[config.mk]
export PLATFORM = sky130hd
export DESIGN_NAME = uart_rx_buffer
export DESIGN_NICKNAME = d
export VERILOG_FILES = /design/src/rtl/uart_rx_pkg.sv /design/src/rtl/rx_fifo.sv /design/src/rtl/uart_rx_buffer.sv
export SDC_FILE = /design/constraint.sdc
export NUM_CORES = 1
export LEC_CHECK = 0
export BUFFER_PORTS_ARGS = -buffer_cell sky130_fd_sc_hd__buf_2
export CAP_MARGIN = 0
export CORE_UTILIZATION = 40
export CTS_CLUSTER_SIZE = 14
export DETAILED_ROUTE_END_ITERATION = 8
export PLACE_DENSITY = 0.58
export SYNTH_ARGS = -nofsm -noshare
export SYNTH_HDL_FRONTEND = slang
export SYNTH_SLANG_ARGS = --single-unit
[constraint.sdc]
create_clock -name i_clk_sys -period 4.76 [get_ports i_clk_sys]
set_clock_uncertainty 0.15 [all_clocks]
set_input_delay 0.238 -clock i_clk_sys [delete_from_list [all_inputs] [get_ports i_clk_sys]]
set_output_delay 0.238 -clock i_clk_sys [all_outputs]
set_load 0.02 [all_outputs]
[src/rtl/uart_rx_pkg.sv]
/*
 * Shared constants and types for the serial receive buffer block.
 * Assumes a 32-bit AXI4-Lite register bus with byte addresses.
 */
package uart_rx_pkg;

    // ==========================================================
    // Register map
    // ==========================================================
    localparam int ADDR_W = 8;
    localparam logic [ADDR_W-1:0] STATUS_OFS = 8'h00;
    localparam logic [ADDR_W-1:0] CONTROL_OFS = 8'h04;
    localparam logic [ADDR_W-1:0] FORMAT_OFS = 8'h08;
    localparam logic [ADDR_W-1:0] DATA_OFS = 8'h0c;
    localparam logic [ADDR_W-1:0] BAUD_OFS = 8'h10;

    // ==========================================================
    // Field positions
    // ==========================================================
    localparam int ST_RXC = 7;
    localparam int ST_FE = 4;
    localparam int ST_DOR = 3;
    localparam int ST_PE = 2;
    localparam int CT_IE = 7;
    localparam int CT_REN = 4;
    localparam int CT_RX9 = 1;
    localparam int CT_TX9 = 0;
    localparam int FM_UPM_LO = 4;
    localparam int FM_UPM_HI = 5;
    localparam int FM_USBS = 3;
    localparam int FM_CSZ_LO = 0;
    localparam int FM_CSZ_HI = 2;
    localparam int BAUD_W = 16;

    // ==========================================================
    // Reset values and codes
    // ==========================================================
    localparam logic [BAUD_W-1:0] BAUD_RST = 16'h0043;
    localparam logic [2:0] CSZ_RST = 3'h3;
    localparam logic [2:0] CSZ_9BIT = 3'h7;
    localparam logic [3:0] NBITS_MIN = 4'h5;
    localparam logic [3:0] NBITS_8 = 4'h8;
    localparam logic [3:0] NBITS_9 = 4'h9;
    localparam logic [1:0] RESP_OKAY = 2'h0;
    localparam logic [1:0] RESP_SLVERR = 2'h2;

    // One buffered character with its own error flags
    typedef struct packed {
        logic [8:0] data;
        logic fe;
        logic dor;
        logic pe;
    } rx_entry_s;

    typedef enum logic [4:0] {
        RX_IDLE = 5'h01,
        RX_START = 5'h02,
        RX_DATA = 5'h04,
        RX_PARITY = 5'h08,
        RX_STOP = 5'h10
    } rx_state_e;

endpackage : uart_rx_pkg

[src/rtl/rx_fifo.sv]
/*
 * Small receive buffer: DEPTH entries of received characters.
 * Assumes push and pop come from one clock domain; flush wins.
 */
`timescale 1ns/1ps
module rx_fifo #(
    parameter int DEPTH = 2
) (
    input wire logic i_clk_sys,
    input wire logic i_sys_rst,
    input wire logic i_flush,
    input wire logic i_push_valid,
    output logic o_push_ready,
    input wire uart_rx_pkg::rx_entry_s i_push_data,
    output logic o_pop_valid,
    input wire logic i_pop_ready,
    output uart_rx_pkg::rx_entry_s o_pop_data,
    output logic o_full
);
    localparam int PW = (DEPTH > 1) ? $clog2(DEPTH) : 1;
    localparam int CW = $clog2(DEPTH + 1);
    localparam logic [PW-1:0] LAST = PW'(DEPTH - 1);
    localparam logic [CW-1:0] FULLC = CW'(DEPTH);

    typedef struct packed {
        uart_rx_pkg::rx_entry_s [DEPTH-1:0] mem;
        logic [PW-1:0] wr;
        logic [PW-1:0] rd;
        logic [CW-1:0] cnt;
    } fifo_s;

    fifo_s cur;
    fifo_s next_cur;
    logic do_push;
    logic do_pop;

    // Head reads zero when empty so stale flags never show
    assign o_pop_valid = (cur.cnt != '0);
    assign o_full = (cur.cnt == FULLC);
    assign o_push_ready = !o_full;
    assign o_pop_data = o_pop_valid ? cur.mem[cur.rd] : '0;
    assign do_push = i_push_valid && o_push_ready;
    assign do_pop = i_pop_ready && o_pop_valid;

    // Pointer and count update
    always_comb begin
        next_cur = cur;
        if (do_push) begin
            next_cur.mem[cur.wr] = i_push_data;
            next_cur.wr = (cur.wr == LAST) ? '0 : cur.wr + 1'b1;
        end
        if (do_pop) begin
            next_cur.rd = (cur.rd == LAST) ? '0 : cur.rd + 1'b1;
        end
        next_cur.cnt = cur.cnt + CW'(do_push) - CW'(do_pop);
        if (i_flush) begin
            next_cur.wr = '0;
            next_cur.rd = '0;
            next_cur.cnt = '0;
        end
    end

    always_ff @(posedge i_clk_sys) begin
        if (i_sys_rst) begin
            cur <= '0;
        end else begin
            cur <= next_cur;
        end
    end

    a_count_bound: assert property (@(posedge i_clk_sys) disable iff (i_sys_rst)
        cur.cnt <= FULLC) else $error("fifo count above depth");

endmodule : rx_fifo

[src/rtl/uart_rx_buffer.sv]
/*
 * Serial receiver with two-entry receive buffer, error flags
 * and AXI4-Lite register access.
 * Assumes the receive pin is already synchronous to i_clk_sys
 * and one AXI master issues one write and one read at a time.
 */
`timescale 1ns/1ps
module uart_rx_buffer #(
    parameter int DEPTH = 2,
    parameter logic [15:0] BAUD_INIT = uart_rx_pkg::BAUD_RST
) (
    input wire logic i_clk_sys,
    input wire logic i_sys_rst,
    input wire logic i_serial_receive_pin,
    output logic o_pin_override,
    output logic o_rx_irq,
    input wire logic [7:0] i_s_axi_awaddr,
    input wire logic i_s_axi_awvalid,
    output logic o_s_axi_awready,
    input wire logic [31:0] i_s_axi_wdata,
    input wire logic [3:0] i_s_axi_wstrb,
    input wire logic i_s_axi_wvalid,
    output logic o_s_axi_wready,
    output logic [1:0] o_s_axi_bresp,
    output logic o_s_axi_bvalid,
    input wire logic i_s_axi_bready,
    input wire logic [7:0] i_s_axi_araddr,
    input wire logic i_s_axi_arvalid,
    output logic o_s_axi_arready,
    output logic [31:0] o_s_axi_rdata,
    output logic [1:0] o_s_axi_rresp,
    output logic o_s_axi_rvalid,
    input wire logic i_s_axi_rready
);
    localparam int BW = uart_rx_pkg::BAUD_W;

    // ==========================================================
    // State
    // ==========================================================
    typedef struct packed {
        uart_rx_pkg::rx_state_e st;
        logic [BW-1:0] tick;
        logic [3:0] bit_idx;
        logic [8:0] shift;
        logic par;
        uart_rx_pkg::rx_entry_s hold;
        logic hold_valid;
        logic dor_pend;
        logic irq_en;
        logic ren;
        logic tx9;
        logic [2:0] csz;
        logic [1:0] upm;
        logic usbs;
        logic [BW-1:0] baud;
        logic aw_held;
        logic [7:0] awaddr;
        logic w_held;
        logic [31:0] wdata;
        logic [3:0] wstrb;
        logic bvalid;
        logic [1:0] bresp;
        logic rvalid;
        logic [1:0] rresp;
        logic [31:0] rdata;
    } core_s;

    core_s cur;
    core_s next_cur;
    logic push;
    logic pop;
    logic full;
    logic rxc;
    logic drop;
    logic [3:0] nbits;
    logic [7:0] status_view;
    logic [7:0] control_view;
    uart_rx_pkg::rx_entry_s push_data;
    uart_rx_pkg::rx_entry_s head;

    // ==========================================================
    // Receive buffer
    // ==========================================================
    // flush on disable
    rx_fifo #(.DEPTH(DEPTH)) u_fifo (
        .i_clk_sys(i_clk_sys), .i_sys_rst(i_sys_rst), .i_flush(!cur.ren),
        .i_push_valid(push), .o_push_ready(), .i_push_data(push_data),
        .o_pop_valid(rxc), .i_pop_ready(pop), .o_pop_data(head), .o_full(full)
    );

    // ==========================================================
    // Derived views
    // ==========================================================
    // Reserved size codes fall back to eight bits
    always_comb begin
        if (cur.csz == uart_rx_pkg::CSZ_9BIT) begin
            nbits = uart_rx_pkg::NBITS_9;
        end else if (cur.csz[2]) begin
            nbits = uart_rx_pkg::NBITS_8;
        end else begin
            nbits = uart_rx_pkg::NBITS_MIN + {2'h0, cur.csz[1:0]};
        end
    end

    // flags come from the head entry
    // parity error masked while checking is off
    always_comb begin
        status_view = '0;
        status_view[uart_rx_pkg::ST_RXC] = rxc;
        status_view[uart_rx_pkg::ST_FE] = head.fe;
        status_view[uart_rx_pkg::ST_DOR] = head.dor;
        status_view[uart_rx_pkg::ST_PE] = head.pe && cur.upm[1];
        control_view = '0;
        control_view[uart_rx_pkg::CT_IE] = cur.irq_en;
        control_view[uart_rx_pkg::CT_REN] = cur.ren;
        control_view[uart_rx_pkg::CT_RX9] = head.data[8];
        control_view[uart_rx_pkg::CT_TX9] = cur.tx9;
    end

    // pending frame moves in when room appears
    // overrun mark rides with that frame
    assign push = cur.hold_valid && !full && cur.ren;
    always_comb begin
        push_data = cur.hold;
        push_data.dor = cur.dor_pend;
    end

    // start seen with full buffer and frame waiting
    assign drop = cur.ren && (cur.st == uart_rx_pkg::RX_IDLE) && !i_serial_receive_pin
        && cur.hold_valid && full;

    // a data read pops the head
    assign pop = i_s_axi_arvalid && !cur.rvalid && (i_s_axi_araddr == uart_rx_pkg::DATA_OFS);

    // ==========================================================
    // Next state
    // ==========================================================
    always_comb begin
        next_cur = cur;
        // Frame hand-off and overrun bookkeeping
        if (push) begin
            next_cur.hold_valid = 1'b0;
            next_cur.dor_pend = 1'b0;
        end
        if (drop) begin
            next_cur.hold_valid = 1'b0;
            next_cur.dor_pend = 1'b1;
        end
        // Bit timing is baud+1 cycles per bit, start checked mid-bit
        case (cur.st)
            uart_rx_pkg::RX_IDLE: begin
                if (!i_serial_receive_pin) begin
                    next_cur.st = uart_rx_pkg::RX_START;
                    next_cur.tick = cur.baud >> 1;
                end
            end
            uart_rx_pkg::RX_START: begin
                if (cur.tick != '0) begin
                    next_cur.tick = cur.tick - 1'b1;
                end else if (i_serial_receive_pin) begin
                    next_cur.st = uart_rx_pkg::RX_IDLE; // Glitch, not a start
                end else begin
                    next_cur.st = uart_rx_pkg::RX_DATA;
                    next_cur.tick = cur.baud;
                    next_cur.bit_idx = '0;
                    next_cur.shift = '0;
                    next_cur.par = 1'b0;
                end
            end
            uart_rx_pkg::RX_DATA: begin
                if (cur.tick != '0) begin
                    next_cur.tick = cur.tick - 1'b1;
                end else begin
                    // bits above the size stay zero
                    next_cur.shift[cur.bit_idx] = i_serial_receive_pin;
                    next_cur.par = cur.par ^ i_serial_receive_pin;
                    next_cur.tick = cur.baud;
                    next_cur.bit_idx = cur.bit_idx + 1'b1;
                    if (cur.bit_idx == nbits - 1'b1) begin
                        // parity bit only when checking is on
                        next_cur.st = cur.upm[1] ? uart_rx_pkg::RX_PARITY : uart_rx_pkg::RX_STOP;
                    end
                end
            end
            uart_rx_pkg::RX_PARITY: begin
                if (cur.tick != '0) begin
                    next_cur.tick = cur.tick - 1'b1;
                end else begin
                    next_cur.par = cur.par ^ i_serial_receive_pin;
                    next_cur.tick = cur.baud;
                    next_cur.st = uart_rx_pkg::RX_STOP;
                end
            end
            uart_rx_pkg::RX_STOP: begin
                if (cur.tick != '0) begin
                    next_cur.tick = cur.tick - 1'b1;
                end else begin
                    // frame complete at first stop bit
                    next_cur.hold_valid = 1'b1;
                    next_cur.hold.data = cur.shift;
                    // later stop bits are not waited for
                    next_cur.hold.fe = !i_serial_receive_pin;
                    // parity result latched with the enable at arrival
                    next_cur.hold.pe = cur.upm[1] && (cur.par ^ cur.upm[0]);
                    next_cur.hold.dor = 1'b0;
                    next_cur.st = uart_rx_pkg::RX_IDLE;
                end
            end
            default: begin
                next_cur.st = uart_rx_pkg::RX_IDLE;
            end
        endcase
        if (!cur.ren) begin
            next_cur.st = uart_rx_pkg::RX_IDLE;
            next_cur.hold_valid = 1'b0;
            next_cur.dor_pend = 1'b0;
        end

        // Write channel capture, either order
        if (i_s_axi_awvalid && !cur.aw_held) begin
            next_cur.aw_held = 1'b1;
            next_cur.awaddr = i_s_axi_awaddr;
        end
        if (i_s_axi_wvalid && !cur.w_held) begin
            next_cur.w_held = 1'b1;
            next_cur.wdata = i_s_axi_wdata;
            next_cur.wstrb = i_s_axi_wstrb;
        end
        if (cur.bvalid && i_s_axi_bready) begin
            next_cur.bvalid = 1'b0;
        end
        // Register write once both halves are held
        if (cur.aw_held && cur.w_held && !cur.bvalid) begin
            next_cur.aw_held = 1'b0;
            next_cur.w_held = 1'b0;
            next_cur.bvalid = 1'b1;
            next_cur.bresp = uart_rx_pkg::RESP_OKAY;
            if (cur.awaddr == uart_rx_pkg::CONTROL_OFS) begin
                if (cur.wstrb[0]) begin
                    next_cur.irq_en = cur.wdata[uart_rx_pkg::CT_IE];
                    next_cur.ren = cur.wdata[uart_rx_pkg::CT_REN];
                    next_cur.tx9 = cur.wdata[uart_rx_pkg::CT_TX9];
                end
            end else if (cur.awaddr == uart_rx_pkg::FORMAT_OFS) begin
                if (cur.wstrb[0]) begin
                    next_cur.csz = cur.wdata[uart_rx_pkg::FM_CSZ_HI:uart_rx_pkg::FM_CSZ_LO];
                    next_cur.upm = cur.wdata[uart_rx_pkg::FM_UPM_HI:uart_rx_pkg::FM_UPM_LO];
                    next_cur.usbs = cur.wdata[uart_rx_pkg::FM_USBS];
                end
            end else if (cur.awaddr == uart_rx_pkg::BAUD_OFS) begin
                if (cur.wstrb[0]) begin
                    next_cur.baud[7:0] = cur.wdata[7:0];
                end
                if (cur.wstrb[1]) begin
                    next_cur.baud[15:8] = cur.wdata[15:8];
                end
            end else if ((cur.awaddr == uart_rx_pkg::STATUS_OFS) || (cur.awaddr == uart_rx_pkg::DATA_OFS)) begin
                // error flags not writable; transmit data lives elsewhere
                next_cur.bresp = uart_rx_pkg::RESP_OKAY;
            end else begin
                next_cur.bresp = uart_rx_pkg::RESP_SLVERR;
            end
        end

        // Read channel, data captured at acceptance
        if (cur.rvalid && i_s_axi_rready) begin
            next_cur.rvalid = 1'b0;
        end
        if (i_s_axi_arvalid && !cur.rvalid) begin
            next_cur.rvalid = 1'b1;
            next_cur.rresp = uart_rx_pkg::RESP_OKAY;
            next_cur.rdata = '0;
            if (i_s_axi_araddr == uart_rx_pkg::STATUS_OFS) begin
                next_cur.rdata[7:0] = status_view;
            end else if (i_s_axi_araddr == uart_rx_pkg::CONTROL_OFS) begin
                next_cur.rdata[7:0] = control_view;
            end else if (i_s_axi_araddr == uart_rx_pkg::FORMAT_OFS) begin
                next_cur.rdata[uart_rx_pkg::FM_CSZ_HI:uart_rx_pkg::FM_CSZ_LO] = cur.csz;
                next_cur.rdata[uart_rx_pkg::FM_UPM_HI:uart_rx_pkg::FM_UPM_LO] = cur.upm;
                next_cur.rdata[uart_rx_pkg::FM_USBS] = cur.usbs;
            end else if (i_s_axi_araddr == uart_rx_pkg::DATA_OFS) begin
                next_cur.rdata[7:0] = head.data[7:0];
            end else if (i_s_axi_araddr == uart_rx_pkg::BAUD_OFS) begin
                next_cur.rdata[BW-1:0] = cur.baud;
            end else begin
                next_cur.rresp = uart_rx_pkg::RESP_SLVERR;
            end
        end
    end

    // Single registered state
    always_ff @(posedge i_clk_sys) begin
        if (i_sys_rst) begin
            cur <= '0;
            cur.st <= uart_rx_pkg::RX_IDLE;
            cur.baud <= BAUD_INIT;
            cur.csz <= uart_rx_pkg::CSZ_RST;
        end else begin
            cur <= next_cur;
        end
    end

    // ==========================================================
    // Outputs
    // ==========================================================
    // pin taken over while enabled
    assign o_pin_override = cur.ren;
    // level request, cleared by draining or by clearing the enable; no error term
    assign o_rx_irq = cur.irq_en && rxc;
    assign o_s_axi_awready = !cur.aw_held;
    assign o_s_axi_wready = !cur.w_held;
    assign o_s_axi_bvalid = cur.bvalid;
    assign o_s_axi_bresp = cur.bresp;
    assign o_s_axi_arready = !cur.rvalid;
    assign o_s_axi_rvalid = cur.rvalid;
    assign o_s_axi_rdata = cur.rdata;
    assign o_s_axi_rresp = cur.rresp;

    // ==========================================================
    // Checks
    // ==========================================================
    a_disable_flush: assert property (@(posedge i_clk_sys) disable iff (i_sys_rst)
        $fell(cur.ren) |=> !rxc) else $error("buffer not flushed on disable");
    a_disable_idle: assert property (@(posedge i_clk_sys) disable iff (i_sys_rst)
        !cur.ren |=> (cur.st == uart_rx_pkg::RX_IDLE) && !cur.hold_valid)
        else $error("reception not abandoned");
    a_irq_level: assert property (@(posedge i_clk_sys) disable iff (i_sys_rst)
        o_rx_irq == (cur.irq_en && (u_fifo.cur.cnt != '0))) else $error("irq does not follow occupancy");
    a_err_no_irq: assert property (@(posedge i_clk_sys) disable iff (i_sys_rst)
        (!rxc || !cur.irq_en) |-> !o_rx_irq) else $error("irq from error flag");
    a_pop_last: assert property (@(posedge i_clk_sys) disable iff (i_sys_rst)
        (pop && rxc && !full && !push) ##1 !push |-> !rxc) else $error("data read did not pop");
    a_frame_err: assert property (@(posedge i_clk_sys) disable iff (i_sys_rst)
        (cur.ren && cur.st == uart_rx_pkg::RX_STOP && cur.tick == '0) |=> cur.hold_valid
        && (cur.hold.fe == !$past(i_serial_receive_pin))) else $error("frame error does not match stop bit");
    a_pe_off: assert property (@(posedge i_clk_sys) disable iff (i_sys_rst)
        !cur.upm[1] |-> !status_view[uart_rx_pkg::ST_PE]) else $error("parity flag while off");
    a_overrun_set: assert property (@(posedge i_clk_sys) disable iff (i_sys_rst)
        drop |=> cur.dor_pend && !cur.hold_valid) else $error("overrun not noted");
    a_overrun_clear: assert property (@(posedge i_clk_sys) disable iff (i_sys_rst)
        (push && !drop) |=> !cur.dor_pend) else $error("overrun not cleared on transfer");

endmodule : uart_rx_buffer

==> reports/metrics.cfg <==
[power_and_ir_drop]
power_switching_uw=700
p_leak_uw=0.00320
cellPowerDensity_nw_per_um2=357
comb_power_share_pct=7.0
sw_frac_of_total_pct=23.4
p_seq_share_pct=43.2
peakVddDrop_uv=220
p_int_uw=2290
power_frac_clock_pct=49.9

[global_routing]
antenna_found_initial=0
track_usage_pct=19.9
gr-total-overflow=0
grt_max_degree=56
grt_first_pass_wirelength_um=29000
grt_pass1_vias=5655

[synthesis]
syn_inst=876
yosysUniqueCellTypes=70
seq_area_frac_synth_pct=41.4
ys_ff_latch=149
yosysWarnings=0
ys.flop_type=dfxtp_1
ys_async_sr_fraction_pct=0
syn_avg_cell_area_um2=8.23
syn-cell-area_um2=7210
synth_edf_count=0

[die]
die_w_um=136
die_h_um=136
core_area_um2=17500
die_area_um2=18600
ios=103
rows=48
initial_core_util_pct=41.2

[route]
vias=6127
route.detailed.drc=0
drt_first_pass_iters=5
wl_per_cell_um=15.4
drt_iter0_markers=318
postRouteAntennaNets=0
wirelength_um=17900
via_per_inst=5.28

[status]
outcome=complete, no violations

[cells_and_area]
nFillCells=1728
syn_to_final_growth_pct=16.1
mostFrequentLayoutCells=149 x dfxtp_1, 139 x nand2_1, 99 x a21oi_1, 88 x nor2_1, 65 x buf_2
post-route-util_pct=47.9
final_layout_size_suffix_gt1_share_pct=12.6
multiInputGateArea_um2=3720
insertedDiodeCount=0
layout_commonest_cell=dfxtp_1
fin_nets=992
regArea_um2=2980

[worst_setup_path]
cp-start-kind=flop
critPathRequiredTime_ns=4.92
arrival_ns=3.03
cp_max_fo=21
end_kind=flop
path_class=reg -> reg

[clocking]
h-tree-depth=4
worstSkewPairLatency_ns=0.42
post_cts_buffers=0
cts_root_buf=clkbuf_16
cts_tree=built
cts_buffer_depth=2
clock-sinks=149
cts_buffers=17
cts_hold_buf=31
cts.reportedPaths.clkPinSlew_ns=0.06
cts_resized=0

[timing]
max_slew_margin_pct=36.9
totalNegativeSetupSlack_ns=0
layout_setup_ws_ns=1.90
period_needed_ns=2.86
setup_violations=0
fmax_mhz=349
rsz0062_at_grt=false
hold_viol_final=0
worst_pin_slew_ns=0.942
fin_crit_sh_pct=60.2
slew_viol_final=0

[place]
numPortBuffers=66
detailedPlace.worstSlack_ns=1.79
dp_hpwl_um=12100
gp_congestion=0.777

[worst_hold_path]
min_path_type=in -> reg

[run]
drv_cap=0

logic make-up (layout without fill, tap and decap cells):
family / count (synthesis) / after routing / share of synthesized area [%]
simple gates: 345 / 345 / 23.0
compound gates: 197 / 197 / 16.4
flops: 149 / 149 / 41.4
buf+inv: 104 / 147 / 7.86
mux: 57 / 57 / 7.97
xor+xnor: 14 / 14 / 1.70
fa+ha+maj: 9 / 9 / 1.56
other cells: 1 / 18 / 0.0520
synthesized netlist by cell type (4+ instances only):
master | number | area share (%)
nor2_1 | 88 | 4.6
and3_1 | 5 | 0.43
mux2i_1 | 54 | 7.5
a32o_1 | 9 | 1.2
xnor2_1 | 6 | 0.73
o211ai_1 | 4 | 0.42
xor2_1 | 8 | 0.97
nor2b_1 | 10 | 0.87
a21oi_1 | 99 | 6.9
or3_1 | 5 | 0.43
clkbuf_1 | 35 | 1.8
buf_2 | 11 | 0.76
ha_1 | 9 | 1.6
or4_1 | 5 | 0.52
nand4b_1 | 6 | 0.73
dfxtp_1 | 149 | 41
a22oi_1 | 11 | 1.1
o21ai_0 | 39 | 2.7
nand2_1 | 139 | 7.2
nor3_1 | 13 | 0.90
nor4_1 | 6 | 0.52
nand3_1 | 32 | 2.2
inv_1 | 14 | 0.73
buf_4 | 39 | 4.1
nand2b_1 | 7 | 0.61
flip-flops by register name (all words and copies together), names as in the netlist:
register / count
cur: 98
o_s_axi_bvalid: 1
o_pin_override: 1
o_s_axi_rresp: 1
o_s_axi_rvalid: 1
control_view: 2
o_s_axi_rdata: 16
u_fifo.cur: 28
o_s_axi_bresp: 1
cell type report:
type,count,area share (%)
multi-input cells,640,44.5
flip-flops and latches,149,35.7
repair buffers,101,8.05
clock buffers,18,5.13
well taps,225,3.37
clock inverters,14,2.68
inverters,14,0.628
power groups by stage:
stage	combinational, uW	clock [uW]	sequential (uW)
2_1_floorplan	149	0	1310
3_3_place_gp	186	0	1320
3_5_place_dp	187	0	1320
4_1_cts	207	1510	1290
5_1_grt	231	1560	1290
6_report	208	1490	1290
critical path: stages (launching register included):
cell	delay, ns
dfxtp_1	0.35
inv_1	0.08
ha_1	0.23
nor4b_4	0.36
nand4_2	0.25
a21oi_2	0.73
nor3_1	0.11
a221o_1	0.29
a32o_1	0.20
layer usage:
layer,global-route usage [%],vias to the layer above,part of all wire [%]
li1,-,3114,-
met1,28.1,2892,51
met2,30.2,103,44
met3,3.88,18,3.0
met4,6.30,0,1.4
met5,0,-,0
final timing paths:
path | start | to | slack, ns | depth (start not counted)
max | cur[137] | cur[142] | 1.90 | 8
min | i_serial_receive_pin | cur[113] | 0.13 | 2
max reg2reg | cur[137] | cur[142] | 1.90 | 8
min reg2reg | o_s_axi_rdata[12] | o_s_axi_rdata[12] | 0.30 | 2
through the flow:
stage / cell area (um2) / hold slack (ns) / std cells / total power (uW)
4_1_cts: 8370 / 0.110 / 1161 / 3010
5_1_grt: 8370 / 0.131 / 1161 / 3080
6_report: 8370 / 0.134 / 1161 / 2980
3_5_place_dp: 7400 / 0.282 / 1098 / 1500
2_1_floorplan: 7270 / 0.187 / 893 / 1460
3_3_place_gp: 7400 / 0.279 / 1098 / 1500
No activity file was read; power rests on OpenSTA's default activity.
